## config.mk

```make
export PLATFORM = sky130hd
export DESIGN_NAME = timebase_timer
export DESIGN_NICKNAME = d
export VERILOG_FILES = /design/src/tmr_pkg.sv /design/src/timebase_timer.sv
export SDC_FILE = /design/constraint.sdc
export NUM_CORES = 1
export LEC_CHECK = 0
export BUFFER_PORTS_ARGS = -buffer_cell sky130_fd_sc_hd__buf_4
export CAP_MARGIN = 25
export CORE_MARGIN = 3
export CORE_UTILIZATION = 30
export DETAILED_ROUTE_END_ITERATION = 10
export GPL_ROUTABILITY_DRIVEN = 0
export GPL_TIMING_DRIVEN = 0
export PLACE_DENSITY = 0.54
export SLEW_MARGIN = 20
export SYNTH_ARGS = -nofsm -noshare
export SYNTH_HDL_FRONTEND = slang
export SYNTH_SLANG_ARGS = --single-unit
```

## constraint.sdc

```tcl
create_clock -name clock_i -period 5.1 [get_ports clock_i]
set_input_delay 1.02 -clock clock_i [delete_from_list [all_inputs] [get_ports clock_i]]
set_output_delay 1.02 -clock clock_i [all_outputs]
set_load 0.005 [all_outputs]
```

## src/tmr_pkg.sv

```systemverilog
// Purpose: constants for the capture/compare time base timer
// Assumes: plain register port, 8-bit data, byte-wide registers
// Notes: offsets are local register indices
package tmr_pkg;
  localparam int ADDR_W = 3;
  localparam logic [2:0] OFS_CONTROL = 3'h0;
  localparam logic [2:0] OFS_COUNT_LOW = 3'h1;
  localparam logic [2:0] OFS_COUNT_HIGH = 3'h2;
  localparam logic [2:0] OFS_CAPCMP_LOW = 3'h3;
  localparam logic [2:0] OFS_CAPCMP_HIGH = 3'h4;
  localparam logic [2:0] OFS_STATUS = 3'h5;
  localparam logic [2:0] OFS_CCP_MODE = 3'h6;
  localparam int BIT_CS_HI = 7;
  localparam int BIT_CS_LO = 6;
  localparam int BIT_PS_HI = 5;
  localparam int BIT_PS_LO = 4;
  localparam int BIT_OSC_EN = 3;
  localparam int BIT_SYNC_DIS = 2;
  localparam int BIT_RUN = 0;
  localparam logic [7:0] CONTROL_WMASK = 8'hfd;
  localparam logic [7:0] CONTROL_RESET = 8'h00;
  localparam logic [1:0] CS_INSTR = 2'h0;
  localparam logic [1:0] CS_SYS = 2'h1;
  localparam logic [1:0] CS_EXT = 2'h2;
  localparam logic [1:0] CS_CAP_SENSE_OSCILLATOR = 2'h3;
  // status bits: 0 overflow flag, 1 capcmp flag
  localparam int BIT_OVF = 0;
  localparam int BIT_CCF = 1;
  // ccp mode: 0 off, 1 capture, 2 compare, 3 compare + special trigger
  localparam logic [1:0] CCP_OFF = 2'h0;
  localparam logic [1:0] CCP_CAPTURE = 2'h1;
  localparam logic [1:0] CCP_COMPARE = 2'h2;
  localparam logic [1:0] CCP_SPECIAL = 2'h3;
  localparam int INSTR_DIV = 4;
endpackage : tmr_pkg

```

## src/timebase_timer.sv

```systemverilog
// Purpose: 16-bit timer acting as the time base of a capture/compare unit
// Assumes: all inputs synchronous to clock_i; external sources sampled by edge
// Notes: ccp_mode register bits 1:0 steer capture/compare; capture event is an input
//
// The address-and-strobe port and the placing of the registers were decided locally.
`timescale 1ns/1ps
`default_nettype none
module timebase_timer
  import tmr_pkg::*;
(
  // clock and reset
  input wire logic clock_i,
  input wire logic reset_i,
  // register port
  input wire logic [ADDR_W-1:0] addr_i,
  input wire logic [7:0] wdata_i,
  input wire logic wr_i,
  input wire logic rd_i,
  output logic [7:0] rdata_o,
  // clock sources and capture event
  input wire logic ext_count_input_i,
  input wire logic crystal_in_pin_i,
  input wire logic cap_sense_oscillator_i,
  input wire logic capture_event_i,
  // outputs
  output logic crystal_osc_enable_o,
  output logic compare_event_o,
  output logic special_trigger_o,
  output logic timer_overflow_flag_o
);
  logic [7:0] control_ff;
  logic [15:0] count_ff;
  logic [15:0] capcmp_ff;
  logic [1:0] ccp_mode_ff;
  logic ovf_ff;
  logic ccf_ff;
  logic [1:0] instr_div_ff;
  logic [2:0] sync_ff;
  logic raw_prev_ff;
  logic [2:0] pre_ff;
  logic [7:0] rdata_ff;
  logic cmp_ff;
  logic sev_ff;

  logic [1:0] cs;
  logic [1:0] ps;
  logic src_lvl;
  logic ext_sel;
  logic src_edge;
  logic tick;
  logic match;
  logic special;
  logic wr_low;
  logic wr_high;

  assign cs = control_ff[BIT_CS_HI:BIT_CS_LO];
  assign ps = control_ff[BIT_PS_HI:BIT_PS_LO];
  assign ext_sel = cs[1];
  assign wr_low = wr_i && (addr_i == OFS_COUNT_LOW);
  assign wr_high = wr_i && (addr_i == OFS_COUNT_HIGH);

  // source mux: crystal replaces the pin when the oscillator runs
  always_comb begin
    case (cs)
      CS_CAP_SENSE_OSCILLATOR: src_lvl = cap_sense_oscillator_i;
      CS_EXT: src_lvl = control_ff[BIT_OSC_EN] ? crystal_in_pin_i : ext_count_input_i;
      default: src_lvl = 1'b0;
    endcase
  end

  // two-stage synchroniser; the third stage is only the edge reference of the synced path
  always_ff @(posedge clock_i or posedge reset_i) begin
    if (reset_i) begin
      sync_ff <= 3'h0;
      raw_prev_ff <= 1'b0;
    end else begin
      sync_ff <= {sync_ff[1:0], src_lvl};
      raw_prev_ff <= src_lvl;
    end
  end

  always_ff @(posedge clock_i or posedge reset_i) begin
    if (reset_i) begin
      instr_div_ff <= 2'h0;
    end else begin
      instr_div_ff <= instr_div_ff + 2'h1;
    end
  end

  // rising edges only; unsynchronised path gives two cycles less latency
  always_comb begin
    case (cs)
      CS_INSTR: src_edge = (instr_div_ff == 2'(INSTR_DIV - 1));
      CS_SYS: src_edge = 1'b1;
      default: begin
        if (control_ff[BIT_SYNC_DIS]) begin
          src_edge = src_lvl && !raw_prev_ff;
        end else begin
          src_edge = sync_ff[1] && !sync_ff[2];
        end
      end
    endcase
  end

  // prescaler: tick on every 1, 2, 4 or 8 source edges
  always_ff @(posedge clock_i or posedge reset_i) begin
    if (reset_i) begin
      pre_ff <= 3'h0;
    end else if (!control_ff[BIT_RUN]) begin
      pre_ff <= 3'h0;
    end else if (src_edge) begin
      pre_ff <= pre_ff + 3'h1;
    end
  end

  always_comb begin
    case (ps)
      2'h0: tick = src_edge;
      2'h1: tick = src_edge && pre_ff[0];
      2'h2: tick = src_edge && (pre_ff[1:0] == 2'h3);
      default: tick = src_edge && (pre_ff == 3'h7);
    endcase
    tick = tick && control_ff[BIT_RUN];
  end

  assign match = ccp_mode_ff[1] && (count_ff == capcmp_ff);
  assign special = match && (ccp_mode_ff == CCP_SPECIAL);

  always_ff @(posedge clock_i or posedge reset_i) begin
    if (reset_i) begin
      count_ff <= 16'h0000;
    end else if (wr_low || wr_high) begin
      if (wr_low) count_ff[7:0] <= wdata_i;
      if (wr_high) count_ff[15:8] <= wdata_i;
    end else if (special) begin
      count_ff <= 16'h0000;
    end else if (tick) begin
      count_ff <= count_ff + 16'h0001;
    end
  end

  always_ff @(posedge clock_i or posedge reset_i) begin
    if (reset_i) begin
      control_ff <= CONTROL_RESET;
      ccp_mode_ff <= CCP_OFF;
    end else if (wr_i) begin
      if (addr_i == OFS_CONTROL) control_ff <= wdata_i & CONTROL_WMASK;
      if (addr_i == OFS_CCP_MODE) ccp_mode_ff <= wdata_i[1:0];
    end
  end

  always_ff @(posedge clock_i or posedge reset_i) begin
    if (reset_i) begin
      capcmp_ff <= 16'h0000;
    end else if (capture_event_i && (ccp_mode_ff == CCP_CAPTURE)) begin
      capcmp_ff <= count_ff;
    end else if (wr_i && addr_i == OFS_CAPCMP_LOW) begin
      capcmp_ff[7:0] <= wdata_i;
    end else if (wr_i && addr_i == OFS_CAPCMP_HIGH) begin
      capcmp_ff[15:8] <= wdata_i;
    end
  end

  // flags: hardware set wins over a software write of zero
  always_ff @(posedge clock_i or posedge reset_i) begin
    if (reset_i) begin
      ovf_ff <= 1'b0;
      ccf_ff <= 1'b0;
    end else begin
      if (tick && !special && !wr_low && !wr_high && count_ff == 16'hffff) begin
        ovf_ff <= 1'b1;
      end else if (wr_i && addr_i == OFS_STATUS) begin
        ovf_ff <= wdata_i[BIT_OVF];
      end
      if (match || (capture_event_i && ccp_mode_ff == CCP_CAPTURE)) begin
        ccf_ff <= 1'b1;
      end else if (wr_i && addr_i == OFS_STATUS) begin
        ccf_ff <= wdata_i[BIT_CCF];
      end
    end
  end

  always_ff @(posedge clock_i or posedge reset_i) begin
    if (reset_i) begin
      cmp_ff <= 1'b0;
      sev_ff <= 1'b0;
    end else begin
      cmp_ff <= match;
      sev_ff <= special;
    end
  end

  always_ff @(posedge clock_i or posedge reset_i) begin
    if (reset_i) begin
      rdata_ff <= 8'h00;
    end else if (rd_i) begin
      case (addr_i)
        OFS_CONTROL: rdata_ff <= control_ff;
        OFS_COUNT_LOW: rdata_ff <= count_ff[7:0];
        OFS_COUNT_HIGH: rdata_ff <= count_ff[15:8];
        OFS_CAPCMP_LOW: rdata_ff <= capcmp_ff[7:0];
        OFS_CAPCMP_HIGH: rdata_ff <= capcmp_ff[15:8];
        OFS_STATUS: rdata_ff <= {6'h00, ccf_ff, ovf_ff};
        OFS_CCP_MODE: rdata_ff <= {6'h00, ccp_mode_ff};
        default: rdata_ff <= 8'h00;
      endcase
    end else begin
      rdata_ff <= 8'h00;
    end
  end

  assign rdata_o = rdata_ff;
  assign crystal_osc_enable_o = control_ff[BIT_OSC_EN];
  assign compare_event_o = cmp_ff;
  assign special_trigger_o = sev_ff;
  assign timer_overflow_flag_o = ovf_ff;

  clear_no_ovf_a: assert property (@(posedge clock_i) disable iff (reset_i)
    special && !tick |=> $stable(ovf_ff) || $past(wr_i)) else $error("trigger set overflow");
  trig_clears_a: assert property (@(posedge clock_i) disable iff (reset_i)
    special && !wr_low && !wr_high |=> count_ff == 16'h0000) else $error("trigger no clear");
  write_wins_a: assert property (@(posedge clock_i) disable iff (reset_i)
    special && wr_low |=> count_ff[7:0] == $past(wdata_i)) else $error("write lost");
  capture_copy_a: assert property (@(posedge clock_i) disable iff (reset_i)
    capture_event_i && ccp_mode_ff == CCP_CAPTURE |=> capcmp_ff == $past(count_ff))
    else $error("capture wrong");
  compare_evt_a: assert property (@(posedge clock_i) disable iff (reset_i)
    match |=> compare_event_o) else $error("compare missed");
  ccp_flag_a: assert property (@(posedge clock_i) disable iff (reset_i)
    special |=> ccf_ff) else $error("ccp flag not set");
  wrap_flag_a: assert property (@(posedge clock_i) disable iff (reset_i)
    tick && !special && !wr_i && count_ff == 16'hffff |=> ovf_ff && count_ff == 16'h0000)
    else $error("wrap wrong");
  stop_hold_a: assert property (@(posedge clock_i) disable iff (reset_i)
    !control_ff[BIT_RUN] && !wr_i && !special |=> $stable(count_ff)) else $error("count moved");
  osc_en_a: assert property (@(posedge clock_i) disable iff (reset_i)
    wr_i && addr_i == OFS_CONTROL |=> crystal_osc_enable_o == $past(wdata_i[BIT_OSC_EN]))
    else $error("osc enable");
  period_a: assert property (@(posedge clock_i) disable iff (reset_i)
    ccp_mode_ff == CCP_SPECIAL && !wr_i && count_ff == capcmp_ff |=> count_ff == 16'h0000)
    else $error("period wrong");
  cov_wrap_c: cover property (@(posedge clock_i) tick && count_ff == 16'hffff);
  cov_special_c: cover property (@(posedge clock_i) special);
  cov_capture_c: cover property (@(posedge clock_i) capture_event_i && ccp_mode_ff == CCP_CAPTURE);
endmodule : timebase_timer
`default_nettype wire

```

# Word level (Yosys, flattened, before mapping)
# Cells that the tools add are included.
dict set report classes {
  shift 0
  addsub 3
  multipliers 0
  n_bitwise 0
  magnitude_cmp 0
  reduce_logical 38
  div_mod_pow 0
  eq_ne 22
  n_mux 22
}
# op count
set op_table {}
lappend op_table {{$mux W16} 4}
lappend op_table {{$pmux W8 S7} 1}
lappend op_table {{$mux W8} 6}
lappend op_table {{$logic_and A1 B1 Y1} 18}
lappend op_table {{$add A16 B1 Y16 const B} 1}
lappend op_table {{$eq A16 B16 Y1} 1}
lappend op_table {{$eq A16 B16 Y1 const B} 1}
lappend op_table {{$eq A2 B2 Y1 const B} 6}
lappend op_table {{$eq A3 B3 Y1 const B} 4}
lappend op_table {{$reduce_and A2 Y1} 5}
lappend op_table {{$reduce_bool A2 Y1} 4}
lappend op_table {{$eq A2 B1 Y1 const B} 3}
lappend op_table {{$eq A3 B2 Y1 const B} 2}
lappend op_table {{$mux W1} 6}
lappend op_table {{$mux W3} 2}
lappend op_table {{$ne A2 B2 Y1 const B} 3}
lappend op_table {{$logic_not A1 Y1} 5}
lappend op_table {{$logic_not A2 Y1} 2}
lappend op_table {{$pmux W1 S2} 2}
lappend op_table {{$add A3 B1 Y3 const B} 1}
lappend op_table {{$eq A3 B1 Y1 const B} 1}
lappend op_table {{$logic_not A3 Y1} 1}
lappend op_table {{$pmux W1 S3} 1}
lappend op_table {{$reduce_bool A3 Y1} 1}
lappend op_table {{3 further kinds} 4}
dict set report word_totals {
  reg_bits 62
  rom_bits 0
  mem_bits_rw 0
  latchBits 0
  n_memories 0
  word_cells 100
}

# Depth between registers and ports, before layout
dict set report logic_depth {
  ltp_word 13
  depth_mapped 9
}

# Least setup slack after synthesis
# No wires, ideal clock.
dict set report synth_timing {
  path_kind {in2reg}
  from {input port ext_count_input_i}
  to {register count_ff[8]}
  path_slack_ns 2.516
  cell_stages 7
  arrival_time_ns 2.463
  setup_ns 0.121
  n_path_buf 1
  cell_sequence {mux2_4 > o211a_4 > a211oi_4 > or2_2 > buf_6 > a31oi_1 > o22a_1}
}
dict set report synth_via {
  elab_chain_len 10
}
# item line
set synth_lines {}
lappend synth_lines {{start: declaration} timebase_timer.sv:21} ;# input wire logic ext_count_input_i,
lappend synth_lines {{$mux W1 (*)} timebase_timer.sv:66} ;# CS_EXT: src_lvl = control_ff[BIT_OSC_EN] ? crystal_in_pin_i : ext_count_input_i;
lappend synth_lines {{$pmux W1 S2 (*)} timebase_timer.sv:64} ;# case (cs)
lappend synth_lines {{net src_lvl} timebase_timer.sv:47} ;# logic src_lvl;
lappend synth_lines {{$logic_and A1 B1 Y1 (*)} timebase_timer.sv:97} ;# src_edge = src_lvl && !raw_prev_ff;
lappend synth_lines {{$mux W1 (*)} timebase_timer.sv:96} ;# if (control_ff[BIT_SYNC_DIS]) begin
lappend synth_lines {{$pmux W1 S2 (*)} timebase_timer.sv:92} ;# case (cs)
lappend synth_lines {{$logic_and A1 B1 Y1 (on tied branches)} {timebase_timer.sv:121, timebase_timer.sv:119, timebase_timer.sv:120}}
lappend synth_lines {{$pmux W1 S3 (*)} timebase_timer.sv:117} ;# case (ps)
lappend synth_lines {{$logic_and A1 B1 Y1 (*)} timebase_timer.sv:123} ;# tick = tick && control_ff[BIT_RUN];
lappend synth_lines {{$reduce_bool A3 Y1 (no line) (*)} n/a}
lappend synth_lines {{$reduce_and A2 Y1 (no line) (*)} n/a}
lappend synth_lines {{end signal: assignment} timebase_timer.sv:134} ;# if (wr_high) count_ff[15:8] <= wdata_i;
lappend synth_lines {{end signal: assignment} timebase_timer.sv:138} ;# count_ff <= count_ff + 16'h0001;
lappend synth_lines {{end: declaration} timebase_timer.sv:32} ;# logic [15:0] count_ff;
# Mark *: on every way through the listed nets, which the timed path passes. The rest lies on a longest branch.
# A chain may end at the register's enable or synchronous reset.

# Worst setup path in the final report
dict set report layout_timing {
  from {input port addr_i[0]}
  to {register count_ff[7]}
}
dict set report layout_via {
  elab_chain_len 5
}
# item line
set layout_lines {}
lappend layout_lines {{start: declaration} timebase_timer.sv:15} ;# input wire logic [ADDR_W-1:0] addr_i,
lappend layout_lines {{$eq A3 B1 Y1 or $eq A3 B2 Y1 (tied branches)} {timebase_timer.sv:59, timebase_timer.sv:60}}
lappend layout_lines {{$logic_and A1 B1 Y1 (on tied branches)} {timebase_timer.sv:59, timebase_timer.sv:60}}
lappend layout_lines {{$logic_or A1 B1 Y1} timebase_timer.sv:132} ;# end else if (wr_low || wr_high) begin
lappend layout_lines {{$ne A2 B2 Y1 (no line) or $reduce_bool A3 Y1 (tied branches)} n/a}
lappend layout_lines {{$reduce_and A2 Y1 (no line)} n/a}
lappend layout_lines {{end signal: assignment} timebase_timer.sv:133} ;# if (wr_low) count_ff[7:0] <= wdata_i;
lappend layout_lines {{end signal: assignment} timebase_timer.sv:138}
# Several ways; a longest one is shown, not always the timed one.

==> impl_metrics.yaml <==
synth:
  synth_cell_types: 58
  ys_ff_latch: 61
  post-synth-top-area-cell: "dfrtp_1"
  synth_top_cell_area_share_pct: 40.4
  synth_area_mm2: 0.00378
  ys_top_cells_by_count: "dfrtp_1 (61), nor2_1 (30), mux2i_1 (24)"
  synthArstFlopShare_pct: 100
  synth_edf_count: 0
  synth.most_common_cell: "dfrtp_1"
  synth_ff_type: "dfrtp_1"
  syn_avg_cell_area_um2: 10.1
  yosys_warnings: 0
  ys_seq_area_share_pct: 40.4
  syn-num-nets: 399
  syn_inst: 373
  synth_area_leaders: "dfrtp_1 (40%), mux2i_1 (6.4%), mux4_2 (3.6%)"
power:
  p_comb_share_pct: 29.0
  cellInternalPower_mw: 1.30
  p_sw_share_pct: 34.0
  leakage_nw: 1.91
  power_density_mw_per_mm2: 431
  power_frac_seq_pct: 38.9
  total_power_mw: 1.96
  clkPwrFrac_pct: 32.1
  switchingPower_uw: 667
  ir_drop_mv: 0.155
hold_path:
  hold_start: "sync_ff[1]$_DFF_PP0_"
  hold_path_depth: 0
  hold_path_class: "reg -> reg"
  holdPathEnd: "sync_ff[2]$_DFF_PP0_"
route:
  ant_nets: 0
  drc: 0
  wl_um: 10700
  drtPass1Iterations: 5
  num_vias: 3143
  drt_iter0_drc: 321
  avgRoutedWirePerCell_um: 18.2
  vias_per_cell: 5.35
global_routing:
  grt_pass1_wl_um: 17400
  grt_pass1_vias: 3075
  grt_max_degree: 42
  antenna_found_initial: 0
  grt.total_usage_pct: 15.8
  grt.overflow.total: 0
timing:
  maxSlewViolCount: 0
  post-route-min-period_ps: 2660
  fmax_mhz: 377
  fin_crit_sh_pct: 52.1
  setup_ws_ps: 2440
  worstMarginPinSlew_ps: 768
  worst_slew_margin_rel_pct: 48.4
  tns_ps: 0
  final-hold-violation-count: 0
  fin_skew_ps: 7.34
  whs_ps: 370
  rsz0062_at_grt: "no"
  setup_viol: 0
clock_network:
  cts_buffers: 9
  cts_setup_buffers: 0
  clk_latency_ps: 340
  clockBufferDepth: 2
  ctsHtreeMaxLevel: 3
  cts_root_buf: "clkbuf_16"
  tritoncts: "done"
  cts_sinks: 61
  clk_pin_slew_worst_paths_ps: 50
  holdBufCountCts: 0
  cts-resized-gates: 0
floorplanning:
  core_mm2: 0.0122
  num_rows: 40
  initial_core_util_pct: 31.1
  die_area_mm2: 0.0140
  die_w_um: 118
  die_y_um: 118
  pin_count: 31
placed_design:
  dpl.hpwl_um: 7770
  post_dp_cell_area_mm2: 0.00425
  dp.cells: 572
  pre_cts_ws_ps: 2100
  port_buffers: 29
final_layout:
  finalCoreUtilization_pct: 37.5
  drive_above_1_share_pct: 21.4
  num-fill-cells: 1209
  area_delta_synth_final_pct: 20.5
  nets: 441
  stdcell_area_mm2: 0.00456
  antenna_cells: 0
  stdcell_count: 588
critical_path:
  crit_chain: "buf_4 > buf_2 > nor2_1 > and3_1 > clkbuf_1 > nor2_1 > clkbuf_1 > a32o_1 > a31o_1"
  end_kind: "register"
  crit_path_start_kind: "input port"
  max_stage_delay_ps: 330
  cp.required_ps: 5320
  ff2ff_setup_slack_ps: 2570
  r2r_start: "count_ff[1]$_DFFE_PP0P_"
  setup.worst_path.start: "addr_i[0]"
  critPathKind: "in -> reg"
  worst-endpoint-arrival_ps: 2870
  slowest_stage: "clkbuf_1"
  regToRegEndpoint: "count_ff[14]$_DFFE_PP0P_"
  reg2reg_depth: 7
  crit_fanout: 10
run_status:
  outcome: "complete, no violations"
flow_run:
  cap_violations: 0
logic make-up (layout without fill, tap and decap cells):
| group | count (synthesis) | after routing | share of synthesized area [%] |
|---|---|---|---|
| simple gates | 128 | 128 | 19.5 |
| flops | 61 | 61 | 40.4 |
| xor+xnor | 17 | 17 | 3.94 |
| mux | 39 | 39 | 13.1 |
| compound gates | 85 | 85 | 16.6 |
| fa+ha+maj | 7 | 7 | 2.32 |
| buf+inv | 36 | 83 | 4.20 |
placed cells by master, fill, tap and decap left out, types with 3 or more instances in the layout:
master / netlist / routed
buf_2: 10 / 11
buf_4: 1 / 30
nand4_1: 10 / 10
nor3b_1: 3 / 3
inv_1: 7 / 6
nand2_1: 19 / 19
clkbuf_16: 0 / 9
a21oi_1: 23 / 23
mux4_2: 6 / 6
xor2_1: 3 / 3
a22o_1: 3 / 3
clkbuf_1: 14 / 14
and3_1: 8 / 8
xnor2_1: 14 / 14
a32oi_1: 3 / 3
ha_1: 7 / 7
nor3_1: 6 / 6
nand4b_1: 4 / 4
nand3_1: 11 / 11
and2_1: 3 / 3
mux2_2: 7 / 7
dfrtp_1: 61 / 61
a31oi_1: 11 / 11
nor2_1: 30 / 30
nor2b_1: 17 / 17
a22oi_1: 11 / 11
o211ai_1: 7 / 7
o21ai_1: 5 / 5
o21ai_0: 3 / 3
o31ai_1: 3 / 3
mux2i_1: 24 / 24
power groups by stage:
stage | sequential, mW | clock (mW) | combinational, mW
2_1_floorplan | 0.719 | 0 | 0.432
3_3_place_gp | 0.761 | 0 | 0.559
3_5_place_dp | 0.767 | 0 | 0.567
4_1_cts | 0.759 | 0.646 | 0.571
5_1_grt | 0.782 | 0.668 | 0.630
6_report | 0.763 | 0.631 | 0.569
worst max-delay path, delay by kind of cell:
kind,cells,cell delay (ps)
simple gates,3,430
buf+inv,4,930
compound gates,2,470
area by class of cell:
class / instances / area (um2) / share of cell area [%]
multi-input cells: 276 / 2100 / 46.0
flip-flops and latches: 61 / 1530 / 33.5
clock buffers: 11 / 253 / 5.55
repair buffers: 31 / 250 / 5.49
well taps: 168 / 210 / 4.61
plain buffers: 28 / 129 / 2.83
clock inverters: 5 / 58.8 / 1.29
inverters: 8 / 32.5 / 0.714
layer usage:
| metal | wire (um) | track usage, % |
|---|---|---|
| met3 | 749 | 4.11 |
| met1 | 5060 | 23.3 |
| met2 | 4760 | 23.3 |
| met4 | 122 | 3.30 |
| met5 | 0 | 0 |
state kept, by name, summed over array words and instances, names as in the netlist, 2 cells and up:
signal	cells
pre_ff	3
rdata_o	8
capcmp_ff	16
count_ff	16
sync_ff	3
control_ff	7
ccp_mode_ff	2
instr_div_ff	2
how the worst max path moves through the flow:
stage	end	cells past startpoint
after floorplan	count_ff[8]$_DFFE_PP0P_	7
after global placement	count_ff[14]$_DFFE_PP0P_	2
after detailed placement	count_ff[9]$_DFFE_PP0P_	7
after CTS	count_ff[9]$_DFFE_PP0P_	7
after global routing	count_ff[7]$_DFFE_PP0P_	9
final	count_ff[7]$_DFFE_PP0P_	9
No activity file was read; power rests on OpenSTA's default activity.
